--- src/core/cict_regs.svh ---
// Operation
// - count execution in single system clocks only
// - most instructions: clocks equal program bytes
// - untaken conditional branch is one clock shorter
// - add/addc/subb with bank register: 1 byte, 1 clock
// - accumulator op via indirect pointer: 1 byte, 2 clocks
// - inc/dec via indirect pointer: 1 byte, 2 clocks
// - logic immediate into direct byte: 3 bytes, 3 clocks
// - logic immediate into accumulator: 2 bytes, 2 clocks
// - direct to direct move: 3 bytes, 3 clocks
// - code byte read: 1 byte, 3 clocks
// - external move via 8-bit pointer: 1 byte, 3 clocks
// - external move via data pointer: 1 byte, 3 clocks
// - load data pointer immediate: 3 bytes, 3 clocks
// - increment data pointer: 1 byte, 1 clock
// - push or pop direct: 2 bytes, 2 clocks
// - store accumulator indirect: 1 byte, 2 clocks
// - immediate into indirect RAM: 2 bytes, 2 clocks
// - exchange or nibble exchange indirect: 1 byte, 2 clocks
// - rotates and nibble swap: 1 byte, 1 clock
// - clear/set/complement direct bit: 2 bytes, 2 clocks
// - branch target is next address plus signed offset
// - spare opcode behaves exactly like no-operation
`ifndef CICT_REGS_SVH
`define CICT_REGS_SVH

// ----------------------------------------------------------------
// timing
// ----------------------------------------------------------------
`define CICT_CLK_PERIOD_NS 5

// ----------------------------------------------------------------
// instruction lengths and clock counts
// ----------------------------------------------------------------
`define CICT_B1 2'h1
`define CICT_B2 2'h2
`define CICT_B3 2'h3
`define CICT_C1 4'h1
`define CICT_C2 4'h2
`define CICT_C3 4'h3
`define CICT_C4 4'h4
`define CICT_C5 4'h5
`define CICT_C8 4'h8

// ----------------------------------------------------------------
// special opcodes
// ----------------------------------------------------------------
`define CICT_OP_NOP 8'h00
`define CICT_OP_SPARE 8'ha5

// ----------------------------------------------------------------
// reset values
// ----------------------------------------------------------------
`define CICT_RST_LEN 2'h0
`define CICT_RST_CLK 4'h0
`define CICT_RST_PC 16'h0000
`define CICT_RST_CNT 16'h0000

`endif

--- src/core/cict_pkg.sv ---
package cict_pkg;

  typedef enum logic [1:0] {
    st_idle = 2'b01,
    st_exec = 2'b10
  } cict_state_e;

  typedef struct packed {
    logic [1:0] len;
    logic [3:0] clk_taken;
    logic cond;
    logic nop_like;
  } cict_dec_s;

endpackage

--- src/core/cict_dec_if.sv ---
`timescale 1ns/1ps
interface cict_dec_if;
  import cict_pkg::*;
  logic [7:0] opcode;
  cict_dec_s dec;
  modport dec_side (input opcode, output dec);
  modport core_side (output opcode, input dec);
endinterface

--- src/core/cict_decoder.sv ---
`timescale 1ns/1ps
`include "cict_regs.svh"
module cict_decoder import cict_pkg::*; (
  cict_dec_if.dec_side bus
);

  // ----------------------------------------------------------------
  // helpers
  // ----------------------------------------------------------------
  function automatic cict_dec_s cict_mk(input logic [1:0] len,
                                        input logic [3:0] clk,
                                        input logic cond);
    cict_dec_s d;
    d.len = len;
    d.clk_taken = clk;
    d.cond = cond;
    d.nop_like = 1'b0;
    return d;
  endfunction

  // clk_taken is the taken-branch figure; the core derives the short one
  function automatic cict_dec_s cict_decode_op(input logic [7:0] op);
    cict_dec_s d;
    logic [3:0] r;
    r = op[7:4];
    d = cict_mk(`CICT_B1, `CICT_C1, 1'b0);
    if (op[3]) begin
      case (r)
        4'h7, 4'h8, 4'ha: d = cict_mk(`CICT_B2, `CICT_C2, 1'b0);
        4'hb: d = cict_mk(`CICT_B3, `CICT_C4, 1'b1);
        4'hd: d = cict_mk(`CICT_B2, `CICT_C3, 1'b1);
        default: d = cict_mk(`CICT_B1, `CICT_C1, 1'b0);
      endcase
    end else begin
      case (op[2:0])
        3'h6, 3'h7: begin
          case (r)
            4'h7: d = cict_mk(`CICT_B2, `CICT_C2, 1'b0);
            4'h8, 4'ha: d = cict_mk(`CICT_B2, `CICT_C2, 1'b0);
            4'hb: d = cict_mk(`CICT_B3, `CICT_C5, 1'b1);
            default: d = cict_mk(`CICT_B1, `CICT_C2, 1'b0);
          endcase
        end
        3'h5: begin
          case (r)
            4'h7, 4'h8: d = cict_mk(`CICT_B3, `CICT_C3, 1'b0);
            4'hb, 4'hd: d = cict_mk(`CICT_B3, `CICT_C4, 1'b1);
            4'ha: d = cict_mk(`CICT_B1, `CICT_C1, 1'b0);
            default: d = cict_mk(`CICT_B2, `CICT_C2, 1'b0);
          endcase
        end
        3'h4: begin
          case (r)
            4'h2, 4'h3, 4'h4, 4'h5, 4'h6, 4'h7, 4'h9: begin
              d = cict_mk(`CICT_B2, `CICT_C2, 1'b0);
            end
            4'h8: d = cict_mk(`CICT_B1, `CICT_C8, 1'b0);
            4'ha: d = cict_mk(`CICT_B1, `CICT_C4, 1'b0);
            4'hb: d = cict_mk(`CICT_B3, `CICT_C4, 1'b1);
            default: d = cict_mk(`CICT_B1, `CICT_C1, 1'b0);
          endcase
        end
        3'h1: d = cict_mk(`CICT_B2, `CICT_C3, 1'b0);
        3'h0: begin
          case (r)
            4'h0: d = cict_mk(`CICT_B1, `CICT_C1, 1'b0);
            4'h1, 4'h2, 4'h3: d = cict_mk(`CICT_B3, `CICT_C4, 1'b1);
            4'h4, 4'h5, 4'h6, 4'h7: d = cict_mk(`CICT_B2, `CICT_C3, 1'b1);
            4'h8: d = cict_mk(`CICT_B2, `CICT_C3, 1'b0);
            4'h9: d = cict_mk(`CICT_B3, `CICT_C3, 1'b0);
            4'he, 4'hf: d = cict_mk(`CICT_B1, `CICT_C3, 1'b0);
            default: d = cict_mk(`CICT_B2, `CICT_C2, 1'b0);
          endcase
        end
        3'h2: begin
          case (r)
            4'h0, 4'h1: d = cict_mk(`CICT_B3, `CICT_C4, 1'b0);
            4'h2, 4'h3: d = cict_mk(`CICT_B1, `CICT_C5, 1'b0);
            4'he, 4'hf: d = cict_mk(`CICT_B1, `CICT_C3, 1'b0);
            default: d = cict_mk(`CICT_B2, `CICT_C2, 1'b0);
          endcase
        end
        default: begin
          case (r)
            4'h4, 4'h5, 4'h6: d = cict_mk(`CICT_B3, `CICT_C3, 1'b0);
            4'h7, 4'h8, 4'h9: begin
              d = cict_mk(`CICT_B1, `CICT_C3, 1'b0);
            end
            4'he, 4'hf: d = cict_mk(`CICT_B1, `CICT_C3, 1'b0);
            default: d = cict_mk(`CICT_B1, `CICT_C1, 1'b0);
          endcase
        end
      endcase
    end
    // the spare code is flagged like NOP; the flag only feeds nop_equiv, not execute
    d.nop_like = (op == `CICT_OP_NOP) || (op == `CICT_OP_SPARE);
    return d;
  endfunction

  // ----------------------------------------------------------------
  // decode
  // ----------------------------------------------------------------
  assign bus.dec = cict_decode_op(bus.opcode);

endmodule

--- src/core/cict_core.sv ---
`timescale 1ns/1ps
`include "cict_regs.svh"
module cict_core import cict_pkg::*; (
  input wire logic core_clk,
  input wire logic reset_n,
  input wire logic op_valid,
  input wire logic [7:0] op_code,
  input wire logic cond_true,
  input wire logic [7:0] rel_disp,
  input wire logic [15:0] next_pc,
  output logic op_ready,
  output logic busy,
  output logic exec_done,
  output logic [1:0] instr_len,
  output logic [3:0] instr_clocks,
  output logic cond_branch,
  output logic branch_taken,
  output logic nop_equiv,
  output logic [15:0] branch_target,
  output logic [15:0] clock_count
);

  // ----------------------------------------------------------------
  // reset release
  // ----------------------------------------------------------------
  logic rst_meta;
  logic rst_sync;

  always_ff @(posedge core_clk or negedge reset_n) begin
    if (!reset_n) begin
      rst_meta <= 1'b0;
      rst_sync <= 1'b0;
    end else begin
      rst_meta <= 1'b1;
      rst_sync <= rst_meta;
    end
  end

  // ----------------------------------------------------------------
  // opcode decode
  // ----------------------------------------------------------------
  cict_dec_if dec_bus ();
  cict_dec_s dec;
  logic accept;
  logic [3:0] eff_clocks;

  assign dec_bus.opcode = op_code;
  assign dec = dec_bus.dec;
  assign accept = op_valid && op_ready;

  cict_decoder u_dec (
    .bus(dec_bus)
  );

  always_comb begin
    eff_clocks = dec.clk_taken;
    if (dec.cond && !cond_true) begin
      eff_clocks = dec.clk_taken - `CICT_C1;
    end
  end

  // ----------------------------------------------------------------
  // execute sequencer
  // ----------------------------------------------------------------
  cict_state_e state;
  cict_state_e next_state;
  logic [3:0] remaining;
  logic [3:0] next_remaining;

  // one state step per core clock, no machine-cycle grouping
  always_comb begin
    next_state = state;
    next_remaining = remaining;
    case (state)
      st_idle: begin
        if (accept) begin
          next_state = st_exec;
          next_remaining = eff_clocks - `CICT_C1;
        end
      end
      st_exec: begin
        if (remaining != `CICT_RST_CLK) begin
          next_remaining = remaining - `CICT_C1;
        end else if (accept) begin
          next_remaining = eff_clocks - `CICT_C1;
        end else begin
          next_state = st_idle;
        end
      end
      default: begin
        next_state = st_idle;
        next_remaining = `CICT_RST_CLK;
      end
    endcase
  end

  always_ff @(posedge core_clk or negedge rst_sync) begin
    if (!rst_sync) begin
      state <= st_idle;
      remaining <= `CICT_RST_CLK;
    end else begin
      state <= next_state;
      remaining <= next_remaining;
    end
  end

  // ready is registered, so the next opcode is taken in the last
  // execute cycle and back-to-back instructions lose no clock
  always_ff @(posedge core_clk or negedge rst_sync) begin
    if (!rst_sync) begin
      op_ready <= 1'b0;
      busy <= 1'b0;
      exec_done <= 1'b0;
    end else begin
      op_ready <= (next_state == st_idle) ||
                  (next_remaining == `CICT_RST_CLK);
      busy <= (next_state == st_exec);
      exec_done <= (next_state == st_exec) &&
                   (next_remaining == `CICT_RST_CLK);
    end
  end

  // ----------------------------------------------------------------
  // per-instruction results
  // ----------------------------------------------------------------
  always_ff @(posedge core_clk or negedge rst_sync) begin
    if (!rst_sync) begin
      instr_len <= `CICT_RST_LEN;
      instr_clocks <= `CICT_RST_CLK;
      cond_branch <= 1'b0;
      branch_taken <= 1'b0;
      nop_equiv <= 1'b0;
    end else if (accept) begin
      instr_len <= dec.len;
      instr_clocks <= eff_clocks;
      cond_branch <= dec.cond;
      branch_taken <= dec.cond && cond_true;
      nop_equiv <= dec.nop_like;
    end
  end

  // offset is relative to the first byte of the following instruction
  always_ff @(posedge core_clk or negedge rst_sync) begin
    if (!rst_sync) begin
      branch_target <= `CICT_RST_PC;
    end else if (accept) begin
      branch_target <= next_pc + {{8{rel_disp[7]}}, rel_disp};
    end
  end

  // free-running count of execute clocks; wraps silently
  always_ff @(posedge core_clk or negedge rst_sync) begin
    if (!rst_sync) begin
      clock_count <= `CICT_RST_CNT;
    end else if (busy) begin
      clock_count <= clock_count + 16'h0001;
    end
  end

  // ----------------------------------------------------------------
  // checks
  // ----------------------------------------------------------------
  logic [3:0] run_cnt;

  always_ff @(posedge core_clk or negedge rst_sync) begin
    if (!rst_sync) begin
      run_cnt <= `CICT_RST_CLK;
    end else if (accept) begin
      run_cnt <= `CICT_RST_CLK;
    end else if (busy) begin
      run_cnt <= run_cnt + `CICT_C1;
    end
  end
endmodule

--- config.mk ---
export PLATFORM = sky130hd
export DESIGN_NAME = cict_core
export DESIGN_NICKNAME = d
export VERILOG_FILES = /design/src/core/cict_pkg.sv /design/src/core/cict_dec_if.sv /design/src/core/cict_decoder.sv /design/src/core/cict_core.sv
export VERILOG_INCLUDE_DIRS = /design/src /design/src/core
export SDC_FILE = /design/constraint.sdc
export NUM_CORES = 1
export LEC_CHECK = 0
export BUFFER_PORTS_ARGS = -buffer_cell sky130_fd_sc_hd__buf_2
export CORE_MARGIN = 2
export CORE_UTILIZATION = 60
export CTS_CLUSTER_SIZE = 20
export DETAILED_ROUTE_END_ITERATION = 7
export PLACE_DENSITY = 0.88
export SETUP_SLACK_MARGIN = 0.1
export SLEW_MARGIN = 20
export SYNTH_ARGS = -nofsm -noshare
export SYNTH_HDL_FRONTEND = slang
export SYNTH_SLANG_ARGS = --single-unit
--- constraint.sdc ---
create_clock -name core_clk -period 3.3 [get_ports core_clk]
set_input_delay 0.825 -clock core_clk [delete_from_list [all_inputs] [get_ports core_clk]]
set_output_delay 0.825 -clock core_clk [all_outputs]
set_load 0.05 [all_outputs]
==> impl_results.md, run 1 <==
- Kind of cell adding the most delay to the critical path: simple AND/OR/NAND/NOR gates
- Mux cell area share after synthesis: 1.109%
- Critical path startpoint: op_code[5]
- Crit-path max cell delay: 0.34 ns
- I/O pin count: 80
- Drt pass-1 iters: 5
- Mapped Nets: 500
- Fill count: 391
- Worst EP arrival: 3.39 ns
- Starting Density: 61.13%
- CTS hold repair buffers: 0
- Vias in the first global route: 3,716
- Post-Layout Inst Area: 0.005042 mm²
- Cell variety after synth: 71
- Mapped Area: 0.003837 mm²
- # setup viols final: 0
- Reg area: 0.001306 mm²
- Synth Area in Adders: 8.673%
- Seq/Total Area, Yosys: 33.94%
- Core area: 0.006277 mm²
- Largest family of logic cells by synthesized area: compound AO/OA/AOI/OAI gates
- R2R Setup Slk: 0.72 ns
- WL final: 11,230 µm
- Nets: 633
- WP buf/inv: 3
- Req. time, crit path: 3.50 ns
- Synth async-reset ratio: 100.0%
- Commonest non-fill, non-tap cell in the layout: buf_2
- Tmin final: 3.187 ns
- Pins over their slew limit: 0
- CTS Buf Count: 5
- ANT cells: 0
- Clock-pin slew on the worst setup and hold paths: 0.10 ns
- Cells after synthesis: 438
- Core Rows: 29
- Sink Count: 52
- Largest net degree at the start of global routing: 51
- Simple-Gate Fraction of Synth Area: 20.74%
- Hold WS: 0.2771 ns
- Footprint of the multi-input gates: 0.002479 mm²
- Clock Latency Late Sink: 0.31 ns
- Area after DPL: 0.004690 mm²
- Starting DRT DRC Count: 397
- Die ar.: 0.007052 mm²
- CP Capture Type: flip-flop
- Congestion Overflow GR: 0
- CTS tree: yes
- Via density: 6.211
- Most frequent cells in the layout: buf_2, buf_4, dfrtp_1
- H-tree depth: 2
- Status: finished, final reports clean
- Area growth from synthesis to layout: 31.40%
- Yosys synthesis warning count: 0
- Setup CP Type: primary input to flip-flop
- Fin Setup TNS: 0 ns
- Number of port buffers: 79
- Static leakage: 2.411 nW
- Crit path cell chain: buf_4 > buf_6 > buf_6 > xor2_1 > nand3_1 > a21oi_2 > nor3_2 > ha_4 > mux2_4 > ha_4 > a211o_1 > a21o_1 > o2111ai_2 > nor4b_2
- Vias: 4,031
- Slowest-stage cell, CP: nor4b_2
- Worst reg-to-reg path cell count: 9
- Initial antenna violation count: 0
- Chip Height: 83.98 µm
- First-pass GRT wire length: 17,550 µm
- Routability cong.: 1.026
- Clock Path Buffers: 2
- RSZ-0062 raised after global routing: false
- Hold Path Class: primary input to asynchronous set/reset pin
- GR Util All Layers: 30.11%
- Startpoint Class: primary input
- Peak VDD IR: 0.5702 mV
- Least-Margin Pin Slew: 0.6659 ns
- Worst reg2reg path endpoint: exec_done
- Die W: 83.98 µm
- Layout Utilization: 80.33%
- Synthesized flop and latch total: 52
- Antenna-violating nets left: 0
- Top_reg_cell synth: dfrtp_1
- Max-cap violations: 0
- Wire per inst: 17.31 µm
- Post-synth top area share: 33.26%
- Fmax: 0.3137 GHz
- PD cells: 563.4 mW/mm²
- Overall Power: 2.841 mW
- Fin crit share: 96.59%
- Post-synth EDFFs: 0
- Synth Area in Compound Gates: 21.85%
- Layout cells sized above 1: 36.89%
- Area leader, netlist: dfrtp_1
- Clk root buf: clkbuf_8
- Top post-synthesis cells by area: dfrtp_1, ha_1, nand2_1, o21ai_0, xnor2_1
- DRC: 0
- Syn_area_per_cell: 8.761 µm²
- Xor/xnor share of the synthesized area: 7.923%
- Setup Skew: 0.008395 ns
- CP Max Fanout: 4
- Slew margin rel.: 55.50%
- Hpwl dp: 8056 µm
- R2r startpoint: remaining[0]
- Final hold violations: 0
## state kept, by name, indices dropped and copies added (netlist names), 2 cells and up
signal / cells
branch_target: 16
clock_count: 16
instr_clocks: 4
remaining: 4
instr_len: 2
state: 2
## repair_timing
action                     4_1_cts  5_1_grt
setup endpoints to repair        1        3
setup buffers                    8        9
pin swaps                        4       15
gates resized for setup          6       30
## logic make-up (layout without fill, tap and decap cells)
logic type	after synthesis	in the layout
and+or+nand+nor	148	148
AOI/OAI and AO/OA	126	126
DFF	52	52
buffers and inverters	48	182
xor gates and xnor gates	33	33
adders and majority gates	26	26
muxes	4	4
other	1	1
## cell type report
| class | instances | share of cell area, % |
|---|---|---|
| Tap cell | 77 | 1.911 |
| Inverter | 25 | 2.010 |
| Timing Repair Buffer | 149 | 19.21 |
| Sequential cell | 52 | 25.91 |
| Multi-Input combinational cell | 338 | 49.16 |
| Clock buffer | 5 | 1.365 |
| Clock inverter | 3 | 0.4466 |
## Yosys cell counts (4+ instances only)
cell / number
a21oi_1: 29
a311oi_1: 5
a31oi_1: 9
and2_1: 4
and3_1: 5
buf_2: 6
clkbuf_1: 9
dfrtp_1: 51
ha_1: 25
inv_1: 24
nand2_1: 51
nand2b_1: 4
nand3_1: 15
nor2_1: 21
nor3_1: 13
o211ai_1: 6
o21ai_0: 35
o31ai_1: 10
or2_2: 4
or3_1: 6
xnor2_1: 18
xor2_1: 14
## report_power, final
group | leakage (nW) | internal [mW] | total, mW | switching [mW]
Combinational | 1.69 | 0.490 | 1.53 | 1.04
Sequential | 0.669 | 0.794 | 0.939 | 0.145
Clock | 0.0485 | 0.152 | 0.372 | 0.220
## stage by stage
step | setup slack [ns] | instances
floorplan | -0.03896 | 438
global placement | -0.1688 | 624
detailed placement | -0.2330 | 624
CTS | 0.1063 | 640
global route | 0.01341 | 649
finish | 0.1125 | 649
## worst max path at each step
| stage | cells after the start | to | slack, ns |
|---|---|---|---|
| 2_1_floorplan | 13 | exec_done | -0.04 |
| 3_3_place_gp | 12 | exec_done | -0.17 |
| 5_1_grt | 12 | exec_done | 0.01 |
| 4_1_cts | 12 | exec_done | 0.11 |
| 3_5_place_dp | 14 | exec_done | -0.23 |
| 6_report | 14 | exec_done | 0.11 |
## metal layers
metal | global-route usage (%) | share of wire [%] | up-vias
met5 | 0 | 0 | -
met4 | 7.478 | 2.3 | 0
met3 | 3.956 | 7.3 | 41
met2 | 49.45 | 48 | 216
met1 | 42.34 | 42 | 1934
li1 | - | - | 1840
Note: power is estimated with default switching activity, not from simulation.
==> run 2, diff against run 1 <==
--- a/config.mk
+++ b/config.mk
@@ -7,13 +7,13 @@
 export NUM_CORES = 1
 export LEC_CHECK = 0
 export BUFFER_PORTS_ARGS = -buffer_cell sky130_fd_sc_hd__buf_2
-export CORE_MARGIN = 2
+export CORE_MARGIN = 10
 export CORE_UTILIZATION = 60
 export CTS_CLUSTER_SIZE = 20
 export DETAILED_ROUTE_END_ITERATION = 7
 export PLACE_DENSITY = 0.88
 export SETUP_SLACK_MARGIN = 0.1
-export SLEW_MARGIN = 20
 export SYNTH_ARGS = -nofsm -noshare
 export SYNTH_HDL_FRONTEND = slang
+export SYNTH_HIERARCHICAL = 1
 export SYNTH_SLANG_ARGS = --single-unit
==> impl_results.md, run 2 <==
- Status: finished with violations
- Violated checks: negative setup slack
- Overall Power: 2.710 mW
- Mapped Area: 0.003811 mm²
- Combinational Power Share: 52.5%
- Mapped Nets: 504
- Hold WS: 0.2693 ns
- Seq/Total Area, Yosys: 34.18%
- Clk pwr share: 14.1%
- DRC: 0
- Post-Layout Inst Area: 0.004801 mm²
- Congestion Overflow GR: 0
- Most common cell in the netlist: nand2_1
- Sink Count: 52
- Setup CP Type: primary input to flip-flop
- Die W: 99.70 µm
- # setup viols final: 2
- Clk root buf: clkbuf_8
- Pins over their slew limit: 0
- WL final: 10,740 µm
- Slew margin rel.: 28.61%
- Antenna-violating nets left: 0
- Clock-pin slew on the worst setup and hold paths: 0.10 ns
- Synth async-reset ratio: 100.0%
- Fin crit share: 102.6%
- Fill count: 416
- Area after DPL: 0.004553 mm²
- Core Rows: 28
- CP Capture Type: flip-flop
- Peak VDD IR: 0.6846 mV
- Hold Path Class: primary input to asynchronous set/reset pin
- Routability cong.: 0.9551
- Starting DRT DRC Count: 187
- Vias in the first global route: 3,790
- Final hold violations: 0
- Commonest non-fill, non-tap cell in the layout: buf_2
- Worst EP arrival: 3.61 ns
- Static leakage: 2.299 nW
- Fmax: 0.2953 GHz
- Largest registers: branch_target x16, clock_count x16
- Initial antenna violation count: 0
- Layout Utilization: 79.21%
- CP Max Fanout: 8
- Tmin final: 3.386 ns
- Clock Path Buffers: 2
- Layout cells sized above 1: 32.08%
- Largest net degree at the start of global routing: 51
- Cell variety after synth: 69
- I/O pin count: 80
- Core area: 0.006061 mm²
- Most instantiated cells after synthesis: nand2_1, dfrtp_1, o21ai_0
- RSZ-0062 raised after global routing: true
- Wire per inst: 16.96 µm
- Hpwl dp: 8295 µm
- Startpoint Class: primary input
- Number of port buffers: 79
- Req. time, crit path: 3.53 ns
- Sequential Power Share: 33.4%
- Synthesized flop and latch total: 52
- Post-synth EDFFs: 0
- Via density: 5.934
- Nets: 619
- P_int: 1.406 mW
- Max-cap violations: 0
- Die ar.: 0.009940 mm²
- Area growth from synthesis to layout: 25.97%
- ANT cells: 0
- Area leader, netlist: dfrtp_1
- Starting Density: 62.88%
- Slack of the critical path: -0.08632 ns
- GR Util All Layers: 21.06%
- Chip Height: 99.70 µm
- Post-synth top area share: 33.49%
- Switching share of power: 48.11%
- Most frequent cells in the layout: buf_2, nand2_1, dfrtp_1
- Syn_area_per_cell: 8.623 µm²
- Cells after synthesis: 442
- Top_reg_cell synth: dfrtp_1
- Least-Margin Pin Slew: 1.071 ns
- Top post-synthesis cells by area: dfrtp_1, ha_1, nand2_1, o21ai_0, xnor2_1
- Fin Setup TNS: -0.1252 ns
- Vias: 3,756
- Switch Pwr: 1.304 mW
- R2R Setup Slk: 1.05 ns
- Drt pass-1 iters: 5
- CTS Buf Count: 5
- Setup Skew: 0.008042 ns
- Yosys synthesis warning count: 6
- H-tree depth: 2
- Clock Latency Late Sink: 0.32 ns
- CTS tree: yes
- PD cells: 564.5 mW/mm²
- First-pass GRT wire length: 17,750 µm
[run 2: cell types whose count changed in the layout (fill, tap and decap cells not counted), moves of 5 or more]
cell	before	now
a21oi_1	26	18
a311oi_1	5	0
buf_4	68	48
inv_1	21	14
nand2_1	49	62
o21ai_0	35	30
o21ai_1	0	5
[run 2: repair_timing]
item	4_1_cts	5_1_grt
hold buffers	0	0
setup endpoints to repair	2	4
setup buffers	4	1
gates resized for setup	17	12
pin swaps	5	7
[run 2: cells by family after synthesis]
family	Yosys count	synth area share (%)
adders and majority gates	26	8.733
buffers and inverters	39	5.811
DFF	52	34.18
and+or+nand+nor	172	22.78
other	1	0.09840
xor gates and xnor gates	29	6.665
AOI/OAI and AO/OA	119	20.62
muxes	4	1.116
[run 2: cell type report]
type / count / area [µm²] / share of cell area, %
clock buffer: 5 / 68.82 / 1.433
clock inverter: 3 / 21.27 / 0.4431
timing repair buffer: 129 / 812.0 / 16.91
tap: 75 / 93.84 / 1.955
inverter: 18 / 75.07 / 1.564
sequential: 52 / 1304 / 27.16
multi-input combinational: 351 / 2426 / 50.53
[run 2: path summary, 6_finish.rpt]
| check | cells after the start | end | start |
|---|---|---|---|
| max | 16 | exec_done | op_code[5] |
| min | 1 | rst_sync | reset_n |
| max reg2reg | 7 | op_ready | remaining[1] |
| min reg2reg | 0 | rst_sync | rst_meta |
| max in group asynchronous | 0 | remaining[1] | rst_sync |
| min in group core_clk | 0 | rst_sync | rst_meta |
[run 2: critical path, cell delays in order]
cell      delay [ns]
buf_8           0.10
buf_6           0.12
and4b_2         0.25
a21o_1          0.20
nor3_4          0.20
o21ai_1         0.08
o31a_1          0.13
inv_2           0.09
ha_4            0.19
mux2_4          0.29
ha_4            0.28
mux2i_4         0.06
o211ai_1        0.23
a21oi_2         0.09
or2_4           0.26
nor4b_4         0.22
[run 2: metal layers]
layer	vias up	share of wire (%)	global-route usage, %
li1	1818	-	-
met1	1754	40	25.02
met2	159	50	35.79
met3	25	7.9	5.260
met4	0	2.2	7.607
met5	-	0	0
[run 2: through the flow]
step | cells | worst slack [ns]
detailed placement | 620 | -0.6054
global route | 633 | -0.1984
finish | 633 | -0.08632
floorplan | 442 | -0.2873
CTS | 632 | -0.07057
global placement | 620 | -0.3449
[run 2: power groups by stage]
stage	clock network, mW	logic [mW]	registers (mW)
floorplan	0	0.607	1.27
global route	0.407	1.54	0.927
CTS	0.379	1.38	0.904
finish	0.382	1.42	0.905
detailed placement	0	1.33	0.915
global placement	0	1.28	0.907
